$ cat src/verilog/pct_pkg.sv
// constants, field layout and types of the configuration cycle translator
package pct_pkg;
	// ----------------------------------------
	// processor-side offsets (byte addresses)
	// ----------------------------------------
	localparam logic [11:0] OFS_LOW_WORD  = 12'hcf8;
	localparam logic [11:0] OFS_HIGH_WORD = 12'hcfc;

	// ----------------------------------------
	// address register fields (pci byte order)
	// ----------------------------------------
	localparam int          EN_POS      = 31;
	localparam int          BUS_LSB     = 16;
	localparam int          DEV_LSB     = 11;
	localparam int          FUN_LSB     = 8;
	localparam int          REG_LSB     = 2;
	localparam logic [31:0] ADDR_WR_MASK = 32'h80fffffc;
	localparam logic [31:0] ADDR_RESET   = 32'h00000000;

	// ----------------------------------------
	// special-cycle field pattern
	// ----------------------------------------
	localparam logic [4:0] DEV_ALL_ONES = 5'h1f;
	localparam logic [2:0] FUN_ALL_ONES = 3'h7;
	localparam logic [5:0] REG_ZERO     = 6'h00;

	// ----------------------------------------
	// pci commands and type bits
	// ----------------------------------------
	localparam logic [3:0] CMD_SPECIAL  = 4'h1;
	localparam logic [3:0] CMD_IO_RD    = 4'h2;
	localparam logic [3:0] CMD_IO_WR    = 4'h3;
	localparam logic [3:0] CMD_CFG_RD   = 4'ha;
	localparam logic [3:0] CMD_CFG_WR   = 4'hb;
	localparam logic [1:0] TYPE0_BITS   = 2'h0;
	localparam logic [1:0] TYPE1_BITS   = 2'h1;
	localparam int         IDSEL_LSB    = 11;
	localparam int         IDSEL_COUNT  = 21;

	typedef enum logic [1:0] {
		ST_IDLE = 2'h0,
		ST_BUSY = 2'h1,
		ST_DONE = 2'h3
	} pct_state_t;
endpackage : pct_pkg

$ cat src/verilog/pct_cycle_if.sv
// carrier between the translator control and its cycle encoder
interface pct_cycle_if;
	logic        enable;
	logic [7:0]  busNum;
	logic [4:0]  device_number_field;
	logic [2:0]  function_number_field;
	logic [5:0]  regNum;
	logic        isWrite;
	logic [11:0] ioAddr;
	logic [3:0]  pciCmd;
	logic [31:0] pciAddr;
	logic        isSpecial;

	modport ctl (output enable, busNum, device_number_field, function_number_field, regNum, isWrite, ioAddr,
		input pciCmd, pciAddr, isSpecial);
	modport enc (input enable, busNum, device_number_field, function_number_field, regNum, isWrite, ioAddr,
		output pciCmd, pciAddr, isSpecial);
endinterface : pct_cycle_if

$ cat src/verilog/pct_cycle_encoder.sv
// turns the address register fields into a pci command and address phase value
module pct_cycle_encoder (
	// fields in, cycle out
	pct_cycle_if.enc cyc
);
	// ----------------------------------------
	// classification
	// ----------------------------------------
	wire        busZero  = (cyc.busNum == 8'h00);
	wire        specPat  = (cyc.device_number_field == pct_pkg::DEV_ALL_ONES)
		&& (cyc.function_number_field == pct_pkg::FUN_ALL_ONES) && (cyc.regNum == pct_pkg::REG_ZERO);
	// device-number encoding is a plain one-hot idsel; devices past the idsel range select nothing
	wire [20:0] idselHot = (cyc.device_number_field < 5'(pct_pkg::IDSEL_COUNT))
		? (21'h000001 << cyc.device_number_field) : 21'h000000;
	wire [31:0] type0Addr = {idselHot, cyc.function_number_field, cyc.regNum, pct_pkg::TYPE0_BITS};
	wire [31:0] type1Addr = {8'h00, cyc.busNum, cyc.device_number_field, cyc.function_number_field,
		cyc.regNum, pct_pkg::TYPE1_BITS};
	wire [3:0]  cfgCmd   = cyc.isWrite ? pct_pkg::CMD_CFG_WR : pct_pkg::CMD_CFG_RD;
	wire [3:0]  ioCmd    = cyc.isWrite ? pct_pkg::CMD_IO_WR : pct_pkg::CMD_IO_RD;

	// ----------------------------------------
	// selection
	// ----------------------------------------
	assign cyc.isSpecial = cyc.enable && specPat && busZero;
	assign cyc.pciCmd  = !cyc.enable ? ioCmd
		: cyc.isSpecial ? pct_pkg::CMD_SPECIAL : cfgCmd;
	assign cyc.pciAddr = !cyc.enable ? {20'h00000, cyc.ioAddr}
		: cyc.isSpecial ? 32'h00000000
		: busZero ? type0Addr : type1Addr;
endmodule : pct_cycle_encoder

$ cat src/verilog/pct_translator.sv
// configuration address register and data port translating into pci cycles
module pct_translator (
	// clock and reset
	input  wire logic        clk_sys,
	input  wire logic        rst,
	// processor bus request
	input  wire logic        cpuReq,
	input  wire logic        cpuWrite,
	input  wire logic [11:0] cpuAddr,
	input  wire logic [3:0]  cpuByteEn,
	input  wire logic [31:0] cpuWdata,
	input  wire logic        bigEndianMode,
	// processor bus answer
	output logic             cpuAck,
	output logic [31:0]      cpuRdata,
	// pci cycle request
	output logic             pciReq,
	output logic [3:0]       pciCmd,
	output logic [31:0]      pciAddr,
	output logic [3:0]       pciByteEn,
	output logic [31:0]      pciWdata,
	// pci cycle completion
	input  wire logic        pciDone,
	input  wire logic [31:0] pciRdata
);
	// ----------------------------------------
	// state
	// ----------------------------------------
	pct_pkg::pct_state_t state_r;
	pct_pkg::pct_state_t state_nxt;
	logic [31:0]         addrReg_r;
	logic [31:0]         addrReg_nxt;
	logic                cpuAck_r;
	logic [31:0]         cpuRdata_r;
	logic                pciReq_r;
	logic [3:0]          pciCmd_r;
	logic [31:0]         pciAddr_r;
	logic [3:0]          pciByteEn_r;
	logic [31:0]         pciWdata_r;

	pct_cycle_if cyc ();

	// ----------------------------------------
	// lane steering and decode
	// ----------------------------------------
	// lane k of the processor word is the byte at offset word+k; little-endian reverses lanes
	wire [31:0] inLanes   = bigEndianMode ? cpuWdata
		: {cpuWdata[7:0], cpuWdata[15:8], cpuWdata[23:16], cpuWdata[31:24]};
	wire [3:0]  inBe      = bigEndianMode ? cpuByteEn
		: {cpuByteEn[0], cpuByteEn[1], cpuByteEn[2], cpuByteEn[3]};
	wire [31:0] outAddrReg = bigEndianMode ? addrReg_r
		: {addrReg_r[7:0], addrReg_r[15:8], addrReg_r[23:16], addrReg_r[31:24]};
	wire [31:0] outPciData = bigEndianMode ? pciRdata
		: {pciRdata[7:0], pciRdata[15:8], pciRdata[23:16], pciRdata[31:24]};
	wire [11:0] addrOfs   = bigEndianMode ? pct_pkg::OFS_LOW_WORD : pct_pkg::OFS_HIGH_WORD;
	wire [11:0] dataOfs   = bigEndianMode ? pct_pkg::OFS_HIGH_WORD : pct_pkg::OFS_LOW_WORD;
	wire        idle      = (state_r == pct_pkg::ST_IDLE);
	wire        hitAddr   = idle && cpuReq && (cpuAddr[11:2] == addrOfs[11:2]);
	wire        hitData   = idle && cpuReq && (cpuAddr[11:2] == dataOfs[11:2]);
	wire        hitOther  = idle && cpuReq && !hitAddr && !hitData;
	wire [31:0] laneMask  = {{8{inBe[3]}}, {8{inBe[2]}}, {8{inBe[1]}}, {8{inBe[0]}}};
	wire [31:0] wrMask    = laneMask & pct_pkg::ADDR_WR_MASK;

	// ----------------------------------------
	// encoder hookup
	// ----------------------------------------
	assign cyc.enable                = addrReg_r[pct_pkg::EN_POS];
	assign cyc.busNum                = addrReg_r[pct_pkg::BUS_LSB +: 8];
	assign cyc.device_number_field   = addrReg_r[pct_pkg::DEV_LSB +: 5];
	assign cyc.function_number_field = addrReg_r[pct_pkg::FUN_LSB +: 3];
	assign cyc.regNum                = addrReg_r[pct_pkg::REG_LSB +: 6];
	assign cyc.isWrite               = cpuWrite;
	assign cyc.ioAddr                = dataOfs;

	pct_cycle_encoder i_pct_cycle_encoder (
		.cyc (cyc.enc)
	);

	// only the processor request port writes the register; pci inputs feed read data and sequencing alone
	assign addrReg_nxt = (hitAddr && cpuWrite)
		? ((addrReg_r & ~wrMask) | (inLanes & wrMask)) : addrReg_r;

	// ----------------------------------------
	// sequencing
	// ----------------------------------------
	always_comb
	begin
		state_nxt = state_r;
		case (state_r)
			pct_pkg::ST_IDLE: if (hitData) state_nxt = pct_pkg::ST_BUSY;
			pct_pkg::ST_BUSY: if (pciDone && !pciReq_r) state_nxt = pct_pkg::ST_DONE;
			pct_pkg::ST_DONE: state_nxt = pct_pkg::ST_IDLE;
			default:          state_nxt = pct_pkg::ST_IDLE;
		endcase
	end

	always_ff @(posedge clk_sys)
	begin
		if (rst)
		begin
			state_r   <= pct_pkg::ST_IDLE;
			addrReg_r <= pct_pkg::ADDR_RESET;
		end
		else
		begin
			state_r   <= state_nxt;
			addrReg_r <= addrReg_nxt;
		end
	end

	// pci request is a one-cycle pulse; fields hold until the next launch
	always_ff @(posedge clk_sys)
	begin
		if (rst)
		begin
			pciReq_r    <= 1'b0;
			pciCmd_r    <= 4'h0;
			pciAddr_r   <= 32'h00000000;
			pciByteEn_r <= 4'h0;
			pciWdata_r  <= 32'h00000000;
		end
		else
		begin
			pciReq_r <= hitData;
			if (hitData)
			begin
				pciCmd_r    <= cyc.pciCmd;
				pciAddr_r   <= cyc.pciAddr;
				pciByteEn_r <= inBe;
				pciWdata_r  <= inLanes;
			end
		end
	end

	always_ff @(posedge clk_sys)
	begin
		if (rst)
		begin
			cpuAck_r   <= 1'b0;
			cpuRdata_r <= 32'h00000000;
		end
		else
		begin
			cpuAck_r <= hitAddr || hitOther || (state_nxt == pct_pkg::ST_DONE);
			if (hitAddr)
				cpuRdata_r <= cpuWrite ? 32'h00000000 : outAddrReg;
			else if (hitOther)
				cpuRdata_r <= 32'h00000000;
			else if (state_nxt == pct_pkg::ST_DONE)
				cpuRdata_r <= cpuWrite ? 32'h00000000 : outPciData;
		end
	end

	assign cpuAck    = cpuAck_r;
	assign cpuRdata  = cpuRdata_r;
	assign pciReq    = pciReq_r;
	assign pciCmd    = pciCmd_r;
	assign pciAddr   = pciAddr_r;
	assign pciByteEn = pciByteEn_r;
	assign pciWdata  = pciWdata_r;

	wire cfgCycle = pciReq_r && ((pciCmd_r == pct_pkg::CMD_CFG_RD) || (pciCmd_r == pct_pkg::CMD_CFG_WR));
	wire busNz    = (addrReg_r[pct_pkg::BUS_LSB +: 8] != 8'h00);
	wire enBit    = addrReg_r[pct_pkg::EN_POS];
	wire specFld  = (addrReg_r[15:2] == {pct_pkg::DEV_ALL_ONES, pct_pkg::FUN_ALL_ONES, pct_pkg::REG_ZERO});
endmodule : pct_translator

$ cat config.mk
export PLATFORM = sky130hd
export DESIGN_NAME = pct_translator
export DESIGN_NICKNAME = d
export VERILOG_FILES = /design/src/verilog/pct_pkg.sv /design/src/verilog/pct_cycle_if.sv /design/src/verilog/pct_cycle_encoder.sv /design/src/verilog/pct_translator.sv
export SDC_FILE = /design/constraint.sdc
export NUM_CORES = 1
export LEC_CHECK = 0
export ABC_AREA = 1
export BUFFER_PORTS_ARGS = -buffer_cell sky130_fd_sc_hd__buf_2
export CORE_UTILIZATION = 40
export CTS_CLUSTER_SIZE = 25
export DETAILED_ROUTE_END_ITERATION = 8
export PLACE_DENSITY = 0.74
export SLEW_MARGIN = 0
export SYNTH_ARGS = -nofsm -noshare
export SYNTH_HDL_FRONTEND = slang
export SYNTH_SLANG_ARGS = --single-unit
export TNS_END_PERCENT = 10
$ cat constraint.sdc
create_clock -name clk_sys -period 1.65 [get_ports clk_sys]
set_clock_uncertainty 0.15 [all_clocks]
set_input_delay 0.0825 -clock clk_sys [delete_from_list [all_inputs] [get_ports clk_sys]]
set_output_delay 0.0825 -clock clk_sys [all_outputs]
set_load 0.01 [all_outputs]
[After elaboration in Yosys (flattened, before gate mapping)]
Cells that the tools add are included.
Operators by class
  $lt $le $gt $ge: 1
  shifts and indexed selects: 1
  mux-type cells: 22
  equality and inequality tests: 6
  reductions and logical operators: 20
  bitwise logic cells: 4
Operators with widths (number)
  $mux W32: 11
  $and A32 B32 Y32: 2
  $not A32 Y32: 1
  $or A32 B32 Y32: 1
  $mux W21: 1
  $shl A1 B5 Y21 const A: 1
  $eq A10 B10 Y1: 2
  $mux W4: 3
  $logic_and A1 B1 Y1: 11
  $logic_not A8 Y1: 1
  $logic_not A6 Y1: 1
  $mux W3: 2
  $eq A5 B5 Y1 const B: 1
  $lt A5 B5 Y1 const B: 1
  $mux W2: 2
  $pmux W2 S2: 1
  $eq A3 B3 Y1 const B: 1
  $logic_not A1 Y1: 3
  $reduce_bool A3 Y1: 1
  $eq A2 B1 Y1 const B: 1
  $eq A2 B2 Y1 const B: 1
  $logic_not A2 Y1: 1
  $logic_or A1 B1 Y1: 2
  $mux W1: 2
Word-level totals
  output and inout bits: 106
  register bits: 140

[Longest topological paths before layout]
Gate-level depths: netlist (run 1).
  depth in word-level cells: 9
  mapped depth: 11
  depth with buffers taken out: 10

[Modules after synthesis]
Synthesis (run 1) repeated with hierarchy kept, for this count alone.
Second synthesis, totals
  cell total of the unflattened synthesis: 1051
  area, all modules: 6922.9 sq um
Modules (own cells, without submodules)
  pct_translator: cells each 901, instances 1, area an instance 6222.2 sq um
  pct_cycle_encoder: cells each 150, instances 1, area an instance 700.7 sq um

[Worst setup path before layout (run 1)]
No wires, ideal clock.
  kind: reg-to-reg
  start: reg (tool-made name)
  end: reg pciAddr_r[28], in the netlist pciAddr[28]
  cell stages (with the launch flop): 8
  path slack: 0.166 ns
  buffers on the path: 0
  data arrival time: 1.264 ns
  required time: 1.430 ns
  path through: dfxtp_1 nor2_1 nand3_1 nor2_4 clkinv_1 nor3_1 nand3_1 a21oi_1
RTL lines
  end signal: assignment: line pct_translator.sv:128  | pciAddr_r <= cyc.pciAddr;
  end: declaration: line pct_translator.sv:37  | logic [31:0] pciAddr_r;

==> results.toml, run 1 <==
[outcome]
status = "finished with violations"
violations = "negative setup slack"

[finish]
mostFrequentLayoutCells = "237 x nand2_1, 186 x buf_2, 126 x dfxtp_1"
drive_above_1_share_pct = 27.34
final_nets = 1335
layout_commonest_cell = "nand2_1"
filler_cell_count = 1506
multi_input_area_um2 = 3513
diodes = 0
area_growth_pct = 44.60
seqCellArea_um2 = 2586

[grt]
grt_pass1_wl_mm = 33.34
grt-ovfl-total = 0
antenna_found_initial = 1
grt_max_degree = 73
grt_use_total_pct = 24.99
grt_pass1_vias = 6825

[detailed_routing]
wl_mm = 21.06
ant_nets = 0
highest_layer = "met5"
drtPass1Iterations = 6
drt_iter0_drc = 542
vias_per_cell = 4.970
vias = 7345
avgRoutedWirePerCell_um = 14.25
drcViolationCount = 0
wl_met2_mm = 9.737
met3_length_mm = 1.507
drt-met1-wl_mm = 9.527

[critical_path]
critPathKind = "flop to flop"
regToRegStartpoint = "state_r[1]"
crit_path_max_incr_delay_ns = 0.33
cp_data_required_time_ns = 1.86
rr_worst_depth = 10
cp.depth = 10
cp.arrival_ns = 1.86
cp_max_fo = 8
cp_cell_sequence = "nor2_2 > nand2_2 > nor2_4 > nand2_2 > nor2_4 > buf_12 > nand2_8 > nand2_1 > inv_1 > nor2_1"
startpoint = "state_r[1]"
crit_family = "simple AND/OR/NAND/NOR gates"
crit_slowest_cell = "dfxtp_2"
cp_num_buf_inv = 2
cp-start-kind = "flop"
ff2ff_setup_slack_ns = -0.001
end_kind = "flop"

[logic_synthesis]
synth_area_leaders = "dfxtp_1 39%, nand2_1 14%, o21ai_0 7.1%, nand3_1 6.4%, nor2_1 5.3%"
syn_avg_cell_area_um2 = 6.759
yosys_register_bits = 129
ys_warn_count = 0
yosysTopAreaCell = "dfxtp_1"
synth-seq-area-share_pct = 38.87
synth_cell_types = 32
syn-instance-count = 983
syn-cell-area_um2 = 6644
yosysTopAreaCellShare_pct = 38.87

[floorplan]
dieArea_um2 = 17130
io_pins = 192
fp.dieW_um = 130.9
core_um2 = 16060
row_count = 46
initial_core_util_pct = 41.37
die_h_um = 130.9

[worst_hold_path]
whs_path_depth = 7
hp-class = "input port to flop"

[clocking]
cts_setup_buffers = 0
numCtsBuffers = 17
cts_tree = "done"
h-tree-depth = 4
cts.path.max_buffers = 2
cts.reportedPaths.clkPinSlew_ns = 0.06
clk_latency_ns = 0.42
clock-sinks = 129
cts_root_buf = "clkbuf_16"

[place]
dpl_worst_slack_ns = -0.1055
gp_congestion = 0.9123
hpwlAfterDp_mm = 13.91
port-buffer-count = 187

[timing]
rsz0062_at_grt = "true"
hold_violations = 0
fin_ws_ns = -0.0009703
slew_violations = 0
setup_viol = 1
period_share_pct = 100.1
tightest_slew_ns = 0.4957
fmaxAchievable_mhz = 605.7
fin_crit_ns = 1.651
maxSlewHeadroom_pct = 66.73

[power]
p_total_uw = 8059
comb_power_share_pct = 10.3
p_seq_share_pct = 39.1
netSwitchingPower_uw = 1946
p_int_uw = 6113
irDropWorstVdd_uv = 721.7
power_density_nw_per_um2 = 838.9
p_leak_uw = 0.004503
share_clk_of_total_power_pct = 50.6
sw_frac_of_total_pct = 24.15

[flow_run]
drv_cap = 0
-- power groups by stage --
stage | Sequential, uW | Combinational (uW) | Clock [uW]
6_report | 3150 | 831 | 4080
5_1_grt | 3150 | 915 | 4290
4_1_cts | 3150 | 807 | 4150
3_5_place_dp | 3220 | 652 | 0
3_3_place_gp | 3220 | 644 | 0
2_1_floorplan | 3230 | 378 | 0
-- worst min-delay path by stage --
stage	startpoint	to	slack, ns
6_report	pciRdata[31]	cpuRdata[31]	0.01
5_1_grt	pciRdata[21]	cpuRdata[21]	0.04
4_1_cts	pciRdata[10]	cpuRdata[18]	0.0003
3_5_place_dp	cpuWdata[24]	pciWdata[24]	0.22
3_3_place_gp	cpuWdata[5]	pciWdata[29]	0.21
2_1_floorplan	cpuWdata[24]	pciWdata[0]	0.09
-- metrics by stage --
| stage | instances | hold WS [ns] | util [%] | setup TNS [ns] | cell area [um2] |
|---|---|---|---|---|---|
| after floorplan | 984 | 0.09338 | - | 0 | 6648 |
| after global placement | 1370 | 0.2107 | 49.98 | 0 | 8026 |
| after detailed placement | 1370 | 0.2186 | 49.98 | -0.6487 | 8026 |
| after CTS | 1476 | 0.0002915 | 58.70 | 0 | 9427 |
| after global routing | 1478 | 0.03957 | 59.83 | -1.331 | 9607 |
| final | 1478 | 0.01490 | 59.83 | -0.0009703 | 9607 |
-- layout make-up --
cell class | count | area share [%]
inverter | 82 | 3.269
sequential | 129 | 26.92
clock inverter | 14 | 2.136
tap | 216 | 2.813
timing repair buffer | 316 | 23.72
clock buffer | 18 | 4.572
multi-input combinational | 703 | 36.57
-- tightest hold or removal path, cell delays in order --
cell and delay (ns):
buf_2 0.10, inv_1 0.05, o21ai_0 0.07, nand2_1 0.07
nand2_1 0.05, nand2_1 0.06, a21oi_1 0.05
-- cells by family after synthesis --
kind of cell / share of synthesized area, %
AO/OA/AOI/OAI: 16.31
buffers and inverters: 10.24
flip-flops: 38.87
multiplexers: 3.465
other: 0.05644
AND/OR/NAND/NOR: 31.05
-- synthesized netlist by cell type (all sizes together) --
| cell type | instances |
|---|---|
| clkinv | 2 |
| clkbuf | 30 |
| o21ai | 99 |
| nor3 | 11 |
| a31oi | 10 |
| dfxtp | 129 |
| nand3 | 87 |
| and2 | 1 |
| a211oi | 9 |
| nor2 | 95 |
| nand2 | 266 |
| conb | 1 |
| a21oi | 79 |
| inv | 80 |
| mux2i | 23 |
| nand4 | 17 |
| buf | 40 |
| nand3b | 4 |
-- metal layers --
layer | global-route usage, % | vias to the layer above
met5 | 0 | -
met4 | 7.776 | 2
met3 | 5.578 | 26
met2 | 40.52 | 266
met1 | 32.96 | 3307
li1 | - | 3744
-- repair_timing --
action,in CTS,in global routing
endpoints found under the hold margin,82,0
endpoints found under the setup margin,15,66
pin swaps,0,20
resized for setup,4,44
cloned,0,2
hold buffers,74,0
No activity file was read; power rests on OpenSTA's default activity.
==> inputs of run 2 (changes only) <==
CELL_PAD_IN_SITES_DETAIL_PLACEMENT = 0   (was not set)
CELL_PAD_IN_SITES_GLOBAL_PLACEMENT = 1   (was not set)
CORE_UTILIZATION = 36   (was 40)
HOLD_SLACK_MARGIN = 0.06   (was not set)
PLACE_DENSITY = 0.9   (was 0.74)
==> results.toml, run 2 (synthesized netlist as in run 1, its figures left out) <==
[outcome]
status = "complete, no violations"

[grt]
grt_pass1_vias = 6843
grt_pass1_wl_mm = 33.83
grt_max_degree = 70
antenna_found_initial = 0
grt_use_total_pct = 22.88
grt-ovfl-total = 0

[detailed_routing]
wl_mm = 21.84
vias_per_cell = 4.877
drt_iter0_drc = 448
drtPass1Iterations = 5
drcViolationCount = 0
vias = 7423
ant_nets = 0
avgRoutedWirePerCell_um = 14.35

[floorplan]
row_count = 49
die_h_um = 137.9
fp.dieW_um = 137.9
core_um2 = 18020
io_pins = 192
initial_core_util_pct = 36.86
dieArea_um2 = 19000

[place]
gp_congestion = 0.8635
port-buffer-count = 187
dp.cells = 1391
hpwlAfterDp_mm = 14.46

[timing]
maxSlewHeadroom_pct = 56.14
period_share_pct = 99.79
rsz0062_at_grt = "true"
fin_crit_ns = 1.647
tightest_slew_ns = 0.6577
slew_violations = 0
setup_viol = 0
hold_violations = 0
fmaxAchievable_mhz = 607.3

[finish]
diodes = 0
filler_cell_count = 1780
final_nets = 1366
final_cell_count_no_fill = 1522
area_growth_pct = 48.74
drive_above_1_share_pct = 26.91
mostFrequentLayoutCells = "242 x nand2_1, 186 x buf_2, 127 x dfxtp_1"
utilization_pct = 54.82
layout_commonest_cell = "nand2_1"

[flow_run]
drv_cap = 0

[power]
irDropWorstVdd_uv = 705.1
power_density_nw_per_um2 = 791.4
p_leak_uw = 0.004600

[critical_path]
crit_path_max_incr_delay_ns = 0.33
cp_num_buf_inv = 2
cp_cell_sequence = "nor2_1 > nand2_1 > nor2_2 > nand2_2 > nor2_4 > buf_12 > clkbuf_16 > nand3_1 > nand2_1 > nor2_1"
cp_max_fo = 6
crit_slowest_cell = "dfxtp_2"
critPathKind = "flop to flop"
crit_family = "simple AND/OR/NAND/NOR gates"
cp_data_required_time_ns = 1.81
end_kind = "flop"
cp.arrival_ns = 1.80
cp-start-kind = "flop"

[clocking]
numCtsBuffers = 17
cts_root_buf = "clkbuf_16"
clock-sinks = 129
h-tree-depth = 4
cts.reportedPaths.clkPinSlew_ns = 0.06
clk_latency_ns = 0.42
cts.path.max_buffers = 2
cts_tree = "done"

[worst_hold_path]
hp-class = "input port to flop"
[run 2: cell type report]
class | count | area (um2) | share of cell area (%)
Multi-Input combinational cell | 703 | 3521 | 35.63
Clock inverter | 10 | 135.1 | 1.367
Tap cell | 229 | 286.5 | 2.899
Timing Repair Buffer | 347 | 2591 | 26.22
Clock buffer | 22 | 454.2 | 4.596
Sequential cell | 129 | 2585 | 26.16
Inverter | 82 | 309.0 | 3.127
[run 2: per-stage QoR]
stage | setup slack [ns] | TNS (ns) | power, uW | area [um2] | hold slack, ns
detailed placement | -0.06350 | -0.4842 | 3874 | 8090 | 0.2168
floorplan | 0.1655 | 0 | 3605 | 6648 | 0.09338
global route | -0.1115 | -2.250 | 8109 | 9882 | 0.08337
CTS | 0.01745 | 0 | 7856 | 9632 | 0.06040
global placement | -0.03635 | -0.06731 | 3871 | 8090 | 0.2100
finish | 0.003442 | 0 | 7821 | 9882 | 0.03855
[run 2: final timing paths]
path                start          end  slack, ns  cells after the start
max            state_r[1]         flop      0.003                     10
min          cpuByteEn[0]         flop       0.04                      6
max reg2reg    state_r[1]         flop      0.003                     10
min reg2reg   pciAddr[21]  pciAddr[21]       0.31                      2
[run 2: power breakdown]
| group | internal [uW] | switching, uW | total [uW] |
|---|---|---|---|
| Sequential | 3140 | 12.1 | 3150 |
| Clock | 2410 | 1380 | 3790 |
| Combinational | 422 | 460 | 883 |
| Total | 5970 | 1850 | 7820 |
[run 2: tightest hold or removal path, delay by kind of cell]
kind | cells | cell delay, ns
AO/OA/AOI/OAI | 1 | 0.10
buffers and inverters | 2 | 0.15
AND/OR/NAND/NOR | 3 | 0.22
[run 2: routing by layer]
layer  GRT usage (%)  wire length, um
met4           6.944              301
met2           35.86             9630
met5               0                0
met1           31.31            10530
met3           4.788             1375
[run 2: what timing repair did]
item,in CTS,in global routing
endpoints found under the setup margin,4,89
cloned,0,3
pin swaps,0,16
gates resized for setup,1,41
hold buffers,95,0
setup buffers,0,2
endpoints found under the hold margin,117,0
==> inputs of run 3 (changes only) <==
CORE_UTILIZATION = 33   (was 36)
PLACE_DENSITY = 0.87   (was 0.9)
clock period = 1.5 ns   (was 1.65 ns; I/O delays follow)
==> results.toml, run 3 (synthesized netlist as in run 1, its figures left out) <==
[outcome]
status = "finished with violations"
violations = "negative setup slack"

[place]
port-buffer-count = 187
dpl_worst_slack_ns = -0.1976
gp_congestion = 0.8189
dp.cells = 1456
hpwlAfterDp_mm = 15.11
placed_area_um2 = 8353

[timing]
rsz0062_at_grt = "true"
tightest_slew_ns = 0.5210
whs_ns = 0.05697
setup_viol = 125
fmaxAchievable_mhz = 610.3
fin_tns_setup_ns = -9.707
fin_ws_ns = -0.1387
hold_violations = 0
maxSlewHeadroom_pct = 65.03
slew_violations = 0
fin_crit_ns = 1.639
period_share_pct = 109.2

[detailed_routing]
drt_iter0_drc = 484
vias_per_cell = 4.714
drtPass1Iterations = 5
drcViolationCount = 0
vias = 7439
wl_mm = 23.17
ant_nets = 0
avgRoutedWirePerCell_um = 14.68

[worst_hold_path]
whs_path_depth = 7
min_from = "pciRdata[6]"
whs_endpoint = "cpuRdata[6]"
hp-class = "input port to flop"

[finish]
final_cell_count_no_fill = 1578
diodes = 0
layout_commonest_cell = "nand2_1"
fin_area_um2 = 10200
area_growth_pct = 53.54
mostFrequentLayoutCells = "238 x nand2_1, 186 x buf_2, 126 x dfxtp_1"
final_nets = 1386
drive_above_1_share_pct = 30.08

[critical_path]
rr_worst_depth = 8
crit_path_max_incr_delay_ns = 0.33
cp_max_fo = 18
end_kind = "flop"
crit_slowest_cell = "dfxtp_2"
cp_cell_sequence = "nor2_2 > nand2_2 > buf_4 > nor2_4 > buf_12 > clkbuf_16 > o21ai_1 > a21oi_1"
ff2ff_setup_slack_ns = -0.14
critPathKind = "flop to flop"
regToRegEndpoint = "pciAddr[6]"
regToRegStartpoint = "state_r[1]"
cp_data_required_time_ns = 1.69
startpoint = "state_r[1]"
cp-start-kind = "flop"
cp.arrival_ns = 1.83

[floorplan]
initial_core_util_pct = 33.91
die_h_um = 143.9
fp.dieW_um = 143.9
io_pins = 192
dieArea_um2 = 20700
core_um2 = 19590
row_count = 51

[power]
power_density_nw_per_um2 = 857.1
p_leak_uw = 0.004786
irDropWorstVdd_uv = 939.5

[clocking]
clock-sinks = 129
cts.reportedPaths.clkPinSlew_ns = 0.06
h-tree-depth = 4
cts.path.max_buffers = 2
cts_tree = "done"
numCtsBuffers = 17
clk_latency_ns = 0.42
cts_root_buf = "clkbuf_16"

[grt]
grt-ovfl-total = 0
grt_max_degree = 61
grt_pass1_wl_mm = 36.35
grt_pass1_vias = 7161
antenna_found_initial = 0
grt_use_total_pct = 22.62

[flow_run]
drv_cap = 0
run 3: cell count changes in the layout (fill, tap and decap cells not counted), sizes merged:
cell	before	now
clkbuf	25	23
clkinv	5	8
dlygate4sd3	93	79
buf	250	283
run 3: worst max path at each step:
stage                  endpoint  slack (ns)  cells after the start
finish               pciAddr[6]       -0.14                      8
global route               flop       -0.22                     11
CTS                 cpuRdata[2]       -0.08                      8
detailed placement  pciAddr[10]       -0.20                      8
global placement    pciAddr[10]       -0.17                      8
floorplan           pciAddr[28]        0.02                      7
run 3: area by class of cell:
type                            instances  area (um2)
Fill cell                            1934        9389
Multi-Input combinational cell        703        3547
Timing Repair Buffer                  367        2810
Sequential cell                       129        2586
Clock buffer                           19       452.9
Tap cell                              265       331.6
Inverter                               82       311.5
Clock inverter                         13       161.4
run 3: routing by layer:
layer	share of wire, %	routed length [um]	vias to the layer above	track usage (%)
met5	0	0	-	0
met4	0.96	223	0	6.607
met1	48	11230	3335	30.62
met3	5.6	1309	11	3.999
li1	-	-	3849	-
met2	45	10410	244	36.46
run 3: where the power goes:
group	internal [uW]	leakage [uW]	switching (uW)
registers	3450	0.00104	12.6
clock network	2700	0.000291	1600
logic	467	0.00345	513
total	6620	0.00479	2130
run 3: metrics by stage:
step           util (%)  total power (uW)
2_1_floorplan         -              3965
3_3_place_gp      42.64              4296
3_5_place_dp      42.64              4300
4_1_cts           50.82              8789
5_1_grt           52.07              9087
6_report          52.07              8743
run 3: critical path, delay by kind of cell (launching register included):
kind | cells | cell delay, ns
AO/OA/AOI/OAI | 2 | 0.22
buffers and inverters | 3 | 0.52
flip-flops | 1 | 0.33
AND/OR/NAND/NOR | 3 | 0.32
run 3: repair_timing:
item                                   4_1_cts  5_1_grt
setup endpoints to repair                  125      125
resized for setup                           31       58
gates cloned                                 2        4
pin swaps                                   12       17
endpoints found under the hold margin       96        0
buffers inserted                             3        2
hold buffers                                80        0
